--- src/include/hca_pkg.sv ---
// Purpose: constants and carrier types of the heater current alarm
// Assumes: 40 MHz ref_clk; currents coded in 0.1 A steps
// Notes:   register offsets are byte addresses of aligned words
`default_nettype none
package hca_pkg;
	// ---------------------------------------------------------------
	// current coding and threshold limits
	// ---------------------------------------------------------------
	localparam int              CUR_W   = 9;
	localparam int              MAX_CT  = 2;
	localparam logic [CUR_W-1:0] THR_MIN = 9'h001;  // 0.1 A
	localparam logic [CUR_W-1:0] THR_MAX = 9'h1F3;  // 49.9 A
	localparam logic [CUR_W-1:0] THR_RST = 9'h001;

	// ---------------------------------------------------------------
	// timing: times in ms, cycle counts derived from the clock rate
	// ---------------------------------------------------------------
	localparam int CLK_KHZ          = 40000;
	localparam int MIN_ON_MS        = 100;
	localparam int MIN_ON_SHORT_MS  = 30;
	localparam int MIN_OFF_MS       = 100;
	localparam int MIN_OFF_SHORT_MS = 35;
	localparam int MIN_ON_CYC        = MIN_ON_MS * CLK_KHZ;
	localparam int MIN_ON_SHORT_CYC  = MIN_ON_SHORT_MS * CLK_KHZ;
	localparam int MIN_OFF_CYC       = MIN_OFF_MS * CLK_KHZ;
	localparam int MIN_OFF_SHORT_CYC = MIN_OFF_SHORT_MS * CLK_KHZ;

	// ---------------------------------------------------------------
	// register map
	// ---------------------------------------------------------------
	localparam int         ADDR_W     = 8;
	localparam logic [7:0] OFS_CTRL   = 8'h00;
	localparam logic [7:0] OFS_HB_THR = 8'h04;
	localparam logic [7:0] OFS_SW_THR = 8'h08;
	localparam logic [7:0] OFS_ALARM  = 8'h0C;
	localparam logic [7:0] OFS_ISTAT  = 8'h10;
	localparam logic [7:0] OFS_IMASK  = 8'h14;
	localparam int CTRL_EN_BIT    = 0;
	localparam int CTRL_SHORT_BIT = 1;
	localparam int CTRL_3PH_BIT   = 2;
	localparam int IRQ_HB_BIT     = 0;
	localparam int IRQ_SW_BIT     = 1;
	localparam int ALARM_SW_LSB   = 2;     // hb bits at [1:0]
	localparam logic [1:0] IRQ_RST = 2'h0;

	// ---------------------------------------------------------------
	// carriers
	// ---------------------------------------------------------------
	typedef struct packed {
		logic             enable;
		logic             short_period;
		logic             three_phase;
		logic [CUR_W-1:0] hb_thr;
		logic [CUR_W-1:0] sw_thr;
	} hca_cfg_t;

	typedef struct packed {
		logic hb;
		logic sw;
	} hca_alarm_t;

	typedef enum logic [1:0] {
		EV_IDLE  = 2'b00,
		EV_WAIT  = 2'b01,
		EV_READY = 2'b10
	} hca_ev_state_t;
endpackage
`default_nettype wire

--- src/verilog/hca_eval.sv ---
// Purpose: per-channel burnout and switch failure evaluation
// Assumes: ctrl_on and samples come from logic on ref_clk
// Notes:   a sample only counts once the interval is long enough
`default_nettype none
module hca_eval #(
	parameter int CNT_W = 23
) (
	input  wire logic                     ref_clk,   // system clock
	input  wire logic                     resetn,    // sync reset
	input  wire logic                     en,        // channel active
	input  wire logic                     ctrl_on,   // control output
	input  wire logic                     smp_valid, // new sample
	input  wire logic [hca_pkg::CUR_W-1:0] cur,      // 0.1 A units
	input  wire logic [hca_pkg::CUR_W-1:0] hb_thr,   // burnout limit
	input  wire logic [hca_pkg::CUR_W-1:0] sw_thr,   // switch limit
	input  wire logic [CNT_W-1:0]         min_on,    // on cycles
	input  wire logic [CNT_W-1:0]         min_off,   // off cycles
	output var hca_pkg::hca_alarm_t       alarm,     // alarm levels
	output var hca_pkg::hca_alarm_t       rise       // alarm set pulse
);
	// ---------------------------------------------------------------
	// interval qualification and evaluation
	// ---------------------------------------------------------------
	hca_pkg::hca_ev_state_t state;
	hca_pkg::hca_ev_state_t next_state;
	logic [CNT_W-1:0]       cnt;
	logic [CNT_W-1:0]       next_cnt;
	logic                   prev_on;
	hca_pkg::hca_alarm_t    next_alarm;
	hca_pkg::hca_alarm_t    next_rise;
	logic                   steady;
	logic                   eval_on;
	logic                   eval_off;

	// an edge of the control output restarts the interval
	assign steady   = en && (ctrl_on == prev_on) &&
	                  (state == hca_pkg::EV_READY);
	assign eval_on  = steady && prev_on && smp_valid;
	assign eval_off = steady && !prev_on && smp_valid;

	// next interval state, counter and alarm levels
	always_comb begin
		next_state = state;
		next_cnt   = cnt;
		next_alarm = alarm;
		if (!en) begin
			next_state = hca_pkg::EV_IDLE;
			next_cnt   = '0;
			next_alarm = '0;
		end else if (state == hca_pkg::EV_IDLE || ctrl_on != prev_on) begin
			next_state = hca_pkg::EV_WAIT;
			next_cnt   = '0;
		end else begin
			case (state)
			hca_pkg::EV_WAIT: begin
				next_cnt = cnt + 1'b1;
				if (next_cnt >= (prev_on ? min_on : min_off)) begin
					next_state = hca_pkg::EV_READY;
				end
			end
			hca_pkg::EV_READY: begin
				// same 0.1 A coding on both sides of the compare
				if (eval_on) begin
					next_alarm.hb = (cur < hb_thr);
				end
				if (eval_off) begin
					next_alarm.sw = (cur > sw_thr);
				end
			end
			default: begin
				next_state = hca_pkg::EV_IDLE;
			end
			endcase
		end
		next_rise.hb = next_alarm.hb && !alarm.hb;
		next_rise.sw = next_alarm.sw && !alarm.sw;
	end

	// registers only
	always_ff @(posedge ref_clk) begin
		if (!resetn) begin
			state   <= hca_pkg::EV_IDLE;
			cnt     <= '0;
			prev_on <= 1'b0;
			alarm   <= '0;
			rise    <= '0;
		end else begin
			state   <= next_state;
			cnt     <= next_cnt;
			prev_on <= ctrl_on;
			alarm   <= next_alarm;
			rise    <= next_rise;
		end
	end
endmodule
`default_nettype wire

--- src/verilog/hca_top.sv ---
// Purpose: heater burnout and switch failure alarm with APB registers
// Assumes: samples and control output come from logic on ref_clk
// Notes:   no wait state on any APB access
`default_nettype none
module hca_top #(
	parameter int NUM_CT          = 2,
	parameter int CNT_W           = 23,
	parameter int MIN_ON_CYC      = hca_pkg::MIN_ON_CYC,
	parameter int MIN_ON_SH_CYC   = hca_pkg::MIN_ON_SHORT_CYC,
	parameter int MIN_OFF_CYC     = hca_pkg::MIN_OFF_CYC,
	parameter int MIN_OFF_SH_CYC  = hca_pkg::MIN_OFF_SHORT_CYC
) (
	input  wire logic                  ref_clk,   // 40 MHz clock
	input  wire logic                  resetn,    // sync, active low
	input  wire logic                  psel,      // apb select
	input  wire logic                  penable,   // apb enable
	input  wire logic                  pwrite,    // apb direction
	input  wire logic [hca_pkg::ADDR_W-1:0] paddr, // apb byte address
	input  wire logic [31:0]           pwdata,    // apb write data
	output logic [31:0]                prdata,    // apb read data
	output logic                       pready,    // apb ready
	output logic                       pslverr,   // unmapped address
	input  wire logic                  ctrl_out,  // control output level
	input  wire logic                  cur_valid, // sample strobe
	input  wire logic [NUM_CT*hca_pkg::CUR_W-1:0] current_sense_input,
	output logic                       burnout_alarm,         // any ch
	output logic                       solid_state_switch_fail, // any ch
	output logic                       irq        // level interrupt
);
	// ---------------------------------------------------------------
	// decode helpers
	// ---------------------------------------------------------------
	function automatic logic addr_ok(input logic [7:0] a);
		addr_ok = (a == hca_pkg::OFS_CTRL)   || (a == hca_pkg::OFS_HB_THR) ||
		          (a == hca_pkg::OFS_SW_THR) || (a == hca_pkg::OFS_ALARM)  ||
		          (a == hca_pkg::OFS_ISTAT)  || (a == hca_pkg::OFS_IMASK);
	endfunction

	// out-of-range writes are dropped so the limit always stays legal
	function automatic logic thr_ok(input logic [31:0] d);
		thr_ok = (d[31:hca_pkg::CUR_W] == '0) &&
		         (d[hca_pkg::CUR_W-1:0] >= hca_pkg::THR_MIN) &&
		         (d[hca_pkg::CUR_W-1:0] <= hca_pkg::THR_MAX);
	endfunction

	// ---------------------------------------------------------------
	// channels
	// ---------------------------------------------------------------
	hca_pkg::hca_cfg_t   cfg;
	hca_pkg::hca_cfg_t   next_cfg;
	hca_pkg::hca_alarm_t ch_alarm [hca_pkg::MAX_CT];
	hca_pkg::hca_alarm_t ch_rise  [hca_pkg::MAX_CT];
	logic [hca_pkg::MAX_CT-1:0] hb_vec;
	logic [hca_pkg::MAX_CT-1:0] sw_vec;
	logic [hca_pkg::MAX_CT-1:0] hb_rise_vec;
	logic [hca_pkg::MAX_CT-1:0] sw_rise_vec;
	logic [CNT_W-1:0]     min_on;
	logic [CNT_W-1:0]     min_off;

	// short control periods shorten both qualifying intervals
	assign min_on  = cfg.short_period ? CNT_W'(MIN_ON_SH_CYC)
	                                  : CNT_W'(MIN_ON_CYC);
	assign min_off = cfg.short_period ? CNT_W'(MIN_OFF_SH_CYC)
	                                  : CNT_W'(MIN_OFF_CYC);

	// one evaluator per fitted input, unfitted slots read as quiet
	genvar gi;
	generate
		for (gi = 0; gi < hca_pkg::MAX_CT; gi++) begin : g_ch
			if (gi < NUM_CT) begin : g_fit
				hca_eval #(
					.CNT_W     (CNT_W)
				) u_eval (
					.ref_clk   (ref_clk),
					.resetn    (resetn),
					// second input only serves three-phase loads
					.en        (cfg.enable && (gi == 0 || cfg.three_phase)),
					.ctrl_on   (ctrl_out),
					.smp_valid (cur_valid),
					.cur       (current_sense_input[gi*hca_pkg::CUR_W +:
					                                hca_pkg::CUR_W]),
					.hb_thr    (cfg.hb_thr),
					.sw_thr    (cfg.sw_thr),
					.min_on    (min_on),
					.min_off   (min_off),
					.alarm     (ch_alarm[gi]),
					.rise      (ch_rise[gi])
				);
			end else begin : g_none
				assign ch_alarm[gi] = '0;
				assign ch_rise[gi]  = '0;
			end
			assign hb_vec[gi]      = ch_alarm[gi].hb;
			assign sw_vec[gi]      = ch_alarm[gi].sw;
			assign hb_rise_vec[gi] = ch_rise[gi].hb;
			assign sw_rise_vec[gi] = ch_rise[gi].sw;
		end
	endgenerate

	// ---------------------------------------------------------------
	// apb slave, interrupt and outputs
	// ---------------------------------------------------------------
	logic [1:0]  istat;
	logic [1:0]  next_istat;
	logic [1:0]  imask;
	logic [1:0]  next_imask;
	logic [1:0]  ev;
	logic [31:0] next_prdata;
	logic        next_pready;
	logic        next_pslverr;
	logic        setup;
	logic        wr;

	assign setup = psel && !penable;
	assign wr    = psel && penable && pwrite && pready && addr_ok(paddr);
	assign ev    = {|sw_rise_vec, |hb_rise_vec};

	// ready is raised in the setup cycle so every access takes two edges
	always_comb begin
		next_cfg     = cfg;
		next_imask   = imask;
		next_istat   = istat | ev;   // a new event beats the clear below
		next_pready  = setup;
		next_pslverr = setup && !addr_ok(paddr);
		next_prdata  = prdata;
		if (setup && !pwrite) begin
			next_prdata = 32'h0000_0000;
			case (paddr)
			hca_pkg::OFS_CTRL: begin
				next_prdata[hca_pkg::CTRL_EN_BIT]    = cfg.enable;
				next_prdata[hca_pkg::CTRL_SHORT_BIT] = cfg.short_period;
				next_prdata[hca_pkg::CTRL_3PH_BIT]   = cfg.three_phase;
			end
			hca_pkg::OFS_HB_THR: begin
				next_prdata[hca_pkg::CUR_W-1:0] = cfg.hb_thr;
			end
			hca_pkg::OFS_SW_THR: begin
				next_prdata[hca_pkg::CUR_W-1:0] = cfg.sw_thr;
			end
			hca_pkg::OFS_ALARM: begin
				next_prdata[hca_pkg::MAX_CT-1:0] = hb_vec;
				next_prdata[hca_pkg::ALARM_SW_LSB +: hca_pkg::MAX_CT] = sw_vec;
			end
			hca_pkg::OFS_ISTAT: begin
				next_prdata[1:0] = istat;
			end
			hca_pkg::OFS_IMASK: begin
				next_prdata[1:0] = imask;
			end
			default: begin
				next_prdata = 32'h0000_0000;
			end
			endcase
		end
		if (wr) begin
			case (paddr)
			hca_pkg::OFS_CTRL: begin
				next_cfg.enable       = pwdata[hca_pkg::CTRL_EN_BIT];
				next_cfg.short_period = pwdata[hca_pkg::CTRL_SHORT_BIT];
				next_cfg.three_phase  = pwdata[hca_pkg::CTRL_3PH_BIT];
			end
			hca_pkg::OFS_HB_THR: begin
				if (thr_ok(pwdata)) begin
					next_cfg.hb_thr = pwdata[hca_pkg::CUR_W-1:0];
				end
			end
			hca_pkg::OFS_SW_THR: begin
				if (thr_ok(pwdata)) begin
					next_cfg.sw_thr = pwdata[hca_pkg::CUR_W-1:0];
				end
			end
			hca_pkg::OFS_ISTAT: begin
				next_istat = (istat & ~pwdata[1:0]) | ev;
			end
			hca_pkg::OFS_IMASK: begin
				next_imask = pwdata[1:0];
			end
			default: begin
				next_cfg = cfg;
			end
			endcase
		end
	end

	// registers only; outputs all leave from here
	always_ff @(posedge ref_clk) begin
		if (!resetn) begin
			cfg <= '{enable: 1'b0, short_period: 1'b0, three_phase: 1'b0,
			         hb_thr: hca_pkg::THR_RST, sw_thr: hca_pkg::THR_RST};
			istat                   <= hca_pkg::IRQ_RST;
			imask                   <= hca_pkg::IRQ_RST;
			prdata                  <= 32'h0000_0000;
			pready                  <= 1'b0;
			pslverr                 <= 1'b0;
			irq                     <= 1'b0;
			burnout_alarm           <= 1'b0;
			solid_state_switch_fail <= 1'b0;
		end else begin
			cfg                     <= next_cfg;
			istat                   <= next_istat;
			imask                   <= next_imask;
			prdata                  <= next_prdata;
			pready                  <= next_pready;
			pslverr                 <= next_pslverr;
			irq                     <= |(next_istat & next_imask);
			burnout_alarm           <= |hb_vec;
			solid_state_switch_fail <= |sw_vec;
		end
	end
endmodule
`default_nettype wire
--- config.mk ---
export PLATFORM = sky130hd
export DESIGN_NAME = hca_top
export DESIGN_NICKNAME = d
export VERILOG_FILES = /design/src/include/hca_pkg.sv /design/src/verilog/hca_eval.sv /design/src/verilog/hca_top.sv
export SDC_FILE = /design/constraint.sdc
export NUM_CORES = 1
export LEC_CHECK = 0
export BUFFER_PORTS_ARGS = -buffer_cell sky130_fd_sc_hd__clkbuf_2
export CELL_PAD_IN_SITES_DETAIL_PLACEMENT = 0
export CELL_PAD_IN_SITES_GLOBAL_PLACEMENT = 1
export CORE_MARGIN = 10
export CORE_UTILIZATION = 39
export CTS_BUF_LIST = sky130_fd_sc_hd__clkbuf_8 sky130_fd_sc_hd__clkbuf_16
export DETAILED_ROUTE_END_ITERATION = 8
export PLACE_DENSITY = 0.81
export SKIP_CTS_REPAIR_TIMING = 1
export SLEW_MARGIN = 20
export SYNTH_ARGS = -nofsm -noshare
export SYNTH_HDL_FRONTEND = slang
export SYNTH_SLANG_ARGS = --single-unit
export TNS_END_PERCENT = 10
--- constraint.sdc ---
create_clock -name ref_clk -period 3 [get_ports ref_clk]
set_input_delay 0.15 -clock ref_clk [delete_from_list [all_inputs] [get_ports ref_clk]]
set_output_delay 0.15 -clock ref_clk [all_outputs]
set_load 0.01 [all_outputs]
# After elaboration in Yosys (flattened, before gate mapping)
# Index checks and enable logic that the tools add are counted.
dict set report totals {
  ff_bits 98
  out_inout_bits 37
  word_cells 153
}
dict set report op_classes {
  n_addsub 2
  order_cmp 8
  n_eq_ne 17
  n_mux 27
  bitwise 10
  n_reduce_logical 61
}
# op count
set op_table {}
lappend op_table {{$mux W22} 3}
lappend op_table {{$add A23 B1 Y23 const B} 2}
lappend op_table {{$ge A23 B23 Y1} 2}
lappend op_table {{$logic_and A1 B1 Y1} 26}
lappend op_table {{$mux W2} 12}
lappend op_table {{$logic_not A23 Y1} 1}
lappend op_table {{$gt A9 B9 Y1} 2}
lappend op_table {{$lt A9 B9 Y1} 2}
lappend op_table {{$eq A8 B4 Y1 const B} 2}
lappend op_table {{$eq A8 B5 Y1 const B} 2}
lappend op_table {{$reduce_and A2 Y1} 7}
lappend op_table {{$pmux W2 S6} 1}
lappend op_table {{$pmux W5 S2} 1}
lappend op_table {{$reduce_or A2 Y1} 5}
lappend op_table {{$ge A9 B1 Y1 const B} 1}
lappend op_table {{$le A9 B9 Y1 const B} 1}
lappend op_table {{$eq A8 B3 Y1 const B} 1}
lappend op_table {{$logic_not A1 Y1} 8}
lappend op_table {{$logic_not A8 Y1} 1}
lappend op_table {{$pmux W2 S2} 2}
lappend op_table {{$logic_or A1 B1 Y1} 7}
lappend op_table {{$mux W1} 6}
lappend op_table {{$ne A3 B1 Y1 const B} 2}
lappend op_table {{$reduce_and A3 Y1} 2}
lappend op_table {{other kinds (14)} 26}

# Depth between registers and ports, before layout
dict set report logic_depth {
  word_depth 10
  ltp_mapped 15
  mapped_depth_nobuf 14
}

# Hierarchy
# From an unflattened synthesis, not the netlist that was laid out.
dict set report hier_totals {
  hier_cells 879
  area_unflattened_um2 7490.9
}
# mod instances cells_each area_per_inst_um2 seq_area_each_um2
set by_module_without_submodules {}
lappend by_module_without_submodules {{hca_eval (g_ch[1].g_fit.u_eval)} 1 333 2763.9 600.6}
lappend by_module_without_submodules {{hca_eval (g_ch[0].g_fit.u_eval)} 1 327 2732.6 600.6}
lappend by_module_without_submodules {hca_top 1 219 1994.4 780.7}

# Worst setup path after synthesis
# OpenSTA, ideal clock, no wires.
dict set report synth_timing {
  kind {register to register}
  from {register g_ch[1].g_fit.u_eval.cnt[0]}
  to {register g_ch[1].g_fit.u_eval.state[0]}
  setup_ns 0.120
  arrival_time_ns 3.095
  slack_ns -0.215
  stages_incl_launch_ff 15
  cell_sequence {dfxtp_1 > ha_1 > and3_1 > nand3_1 > nor3_2 > nand3_1 > nor2_1 > xor2_1 > ha_1 > and3_1 > nand2_1 > or4b_1 > a31o_1 > a31oi_2 > o21ai_1}
}
dict set report synth_via {
  elab_chain_cells 4
}
# item line
set synth_lines {}
lappend synth_lines {{from (decl)} hca_eval.sv:26} ;# logic [CNT_W-1:0] cnt;
lappend synth_lines {{from (signal assigned)} hca_eval.sv:89} ;# cnt <= next_cnt;
lappend synth_lines {{$add A23 B1 Y23} hca_eval.sv:56} ;# next_cnt = cnt + 1'b1;
lappend synth_lines {{$ge A23 B23 Y1} hca_eval.sv:57} ;# if (next_cnt >= (prev_on ? min_on : min_off)) begin
lappend synth_lines {{$ne A3 B1 Y1 (no source line)} n/a}
lappend synth_lines {{$reduce_and A2 Y1 (no source line)} n/a}
lappend synth_lines {{to (signal assigned)} hca_eval.sv:82} ;# state <= hca_pkg::EV_IDLE;
lappend synth_lines {{to (signal assigned)} hca_eval.sv:88} ;# state <= next_state;
lappend synth_lines {{to (decl)} hca_eval.sv:24} ;# hca_pkg::hca_ev_state_t state;
# Every way passes these cells.
# A chain may end at the register's enable or synchronous reset.

# Worst setup path after layout
# Same ends and word-level chain as after synthesis.

==> reports/qor.yml <==
final_nets: 995
ant_nets: 0
crit_buf_inv: 0
synth.most_common_cell: "dfxtp_1"
seq_area_frac_synth_pct: 30.2
grt_max_degree: 26
synth_top_cell_by_area: "dfxtp_1"
fin_total_pwr_uw: 2720
synthesis.area_mm2: 0.00650
layout_setup_ws_ps: 161
worst-slew-pin-transition_ps: 976
drv_cap: 0
final.fill_count: 1674
syn_inst: 780
p_leak_uw: 0.00308
wl_per_cell_um: 14.7
synth-edff-count: 0
drt_iter0_markers: 204
fin_area_mm2: 0.00754
peakVddDrop_v: 0.000278
rsz0062_at_grt: "true"
cp_top_family: "simple AND/OR/NAND/NOR gates"
dp_hpwl_um: 12800
rr_worst_depth: 14
die_x_um: 149
finalMaxSlewViolations: 0
yosysWarnings: 0
endpoint_kind: "flip-flop"
die_y_um: 149
clockBufferDepth: 2
max_stage_delay_ps: 460
ys_async_sr_fraction_pct: 0
start_util_pct: 39.5
finish.utilization_pct: 45.8
drc: 0
clock-sinks: 98
slew_headroom_pct: 34.8
hold-path-cell-count: 2
setup_tns_ps: 0
skew_ps: 9.25
clkLatencyLatePin_ps: 360
gp_congestion: 0.833
power.density_mw_per_mm2: 362
critPathLaunchType: "flip-flop"
firstDrtPassIters: 4
critPathRequiredTime_ps: 3240
cp.arrival_ps: 3080
ios: 102
root_buffer: "clkbuf_16"
synth_seq_cells: 98
gr-total-overflow: 0
coreArea_mm2: 0.0165
synth_cell_types: 68
numCtsBuffers: 9
fmax_mhz: 352
syn_to_final_growth_pct: 16.0
place_area_mm2: 0.00717
yosys.area.top_type_share_pct: 30.2
dp_slack_ps: 88.0
port_buffers: 78
layout_min_cycle_time_ps: 2840
drt-total-wl_um: 16100
cp_max_fo: 5
setup_viol: 0
row_count: 47
track_usage_pct: 14.6
cts_tree: "yes"
cp_slowest_cell: "or4b_1"
antenna_found_initial: 0
htreeDepth: 3
die_area_mm2: 0.0222
grt_pass1_vias: 5440
cpMostUsedCell: "nand3_2"
cp_cell_sequence: "ha_4, and3_4, nand3_2, nor3_4, nand3_2, nor2_2, xor2_1, ha_1, and3_1, nand2_1, or4b_1, a31o_1, a31oi_2, o21ai_1"
synth_area_leaders: "dfxtp_1 (30%), ha_1 (12%), nor2_1 (4.9%)"
grt_pass1_wl_um: 27000
antennaDiodeCount: 0
crit_type: "flip-flop to flip-flop"
routed_via_density: 5.08
synth.top_cells.by_count: "dfxtp_1 (98), nor2_1 (84), nand2_1 (68)"
ys.flop_type: "dfxtp_1"
drive_gt1_share_pct: 18.2
hold_viol_final: 0
layout_worst_path_cycle_share_pct: 94.6
syn_area_per_cell_um2: 8.33
outcome: "finished clean"
hp-class: "input pin to flip-flop"
cp_num_cells: 14
clkTransAtPathRegs_ps: 80
via_count: 5562
[power by group]
group | leakage (uW) | total (uW) | internal (uW) | switching, uW
combinational | 0.00213 | 173 | 74.5 | 98.8
sequential | 0.000792 | 1300 | 1300 | 2.36
clock | 0.000155 | 1250 | 675 | 572
total | 0.00308 | 2720 | 2050 | 674
[per-stage QoR]
stage | std cells | hold WS (ps)
finish | 1094 | 2.59
global route | 1094 | 15.3
CTS | 1093 | -12.0
detailed placement | 1077 | 378
global placement | 1077 | 377
floorplan | 802 | 212
[layer usage]
layer	part of all wire (%)	track usage [%]	vias to the layer above	routed length [um]
met5	0	0	-	0
met4	1.0	3.83	0	161
met3	4.5	3.40	10	721
met2	45	23.3	86	7280
met1	49	19.4	2559	7910
li1	-	-	2907	-
[cells by family after synthesis]
family,share of synthesized area [%]
and+or+nand+nor,25.5
DFF,30.2
other,0.0577
xor gates and xnor gates,8.90
muxes,4.58
buffers and inverters,6.59
AOI/OAI and AO/OA,12.4
adders and majority gates,11.7
[registers in the layout, summed over array words and instances (netlist names)]
name / flops
g_ch.g_fit.u_eval.alarm: 4
solid_state_switch_fail: 1
g_ch.g_fit.u_eval.cnt: 46
pready: 1
istat: 2
irq: 1
cfg: 21
burnout_alarm: 1
g_ch.g_fit.u_eval.state: 4
imask: 2
g_ch.g_fit.u_eval.prev_on: 1
g_ch.g_fit.u_eval.rise: 4
prdata: 9
pslverr: 1
[cells in the final DEF, fill, tap and decap left out, types with 12 or more instances in the layout]
| cell type | count |
|---|---|
| conb_1 | 23 |
| or3_1 | 16 |
| inv_1 | 30 |
| nand3_1 | 34 |
| clkbuf_2 | 78 |
| nand2_1 | 68 |
| a21oi_1 | 42 |
| nor2_1 | 82 |
| nor3_1 | 28 |
| dfxtp_1 | 94 |
| mux2i_1 | 23 |
| xor2_1 | 34 |
| nor4_1 | 12 |
| o21ai_0 | 19 |
| xnor2_1 | 32 |
| ha_1 | 59 |
| nand4_1 | 20 |
| buf_4 | 29 |
[path summary, 6_finish.rpt]
path                                             startpoint                            end  slack, ps
worst min register to register                    prdata[6]                      prdata[6]        450
worst min-delay path                                penable                         pready          3
worst max register to register  g_ch[1].g_fit.u_eval.cnt[0]  g_ch[1].g_fit.u_eval.state[0]        160
worst max-delay path            g_ch[1].g_fit.u_eval.cnt[0]  g_ch[1].g_fit.u_eval.state[0]        160
[area by class of cell]
cell class	count	area [um2]	area share, %
Multi-Input combinational cell	622	4250	56.4
Clock inverter	7	96.3	1.28
Sequential cell	98	1970	26.1
Timing Repair Buffer	107	608	8.07
Tap cell	220	275	3.65
Inverter	31	116	1.54
Clock buffer	9	225	2.99
Note: power is estimated with default switching activity, not from simulation.
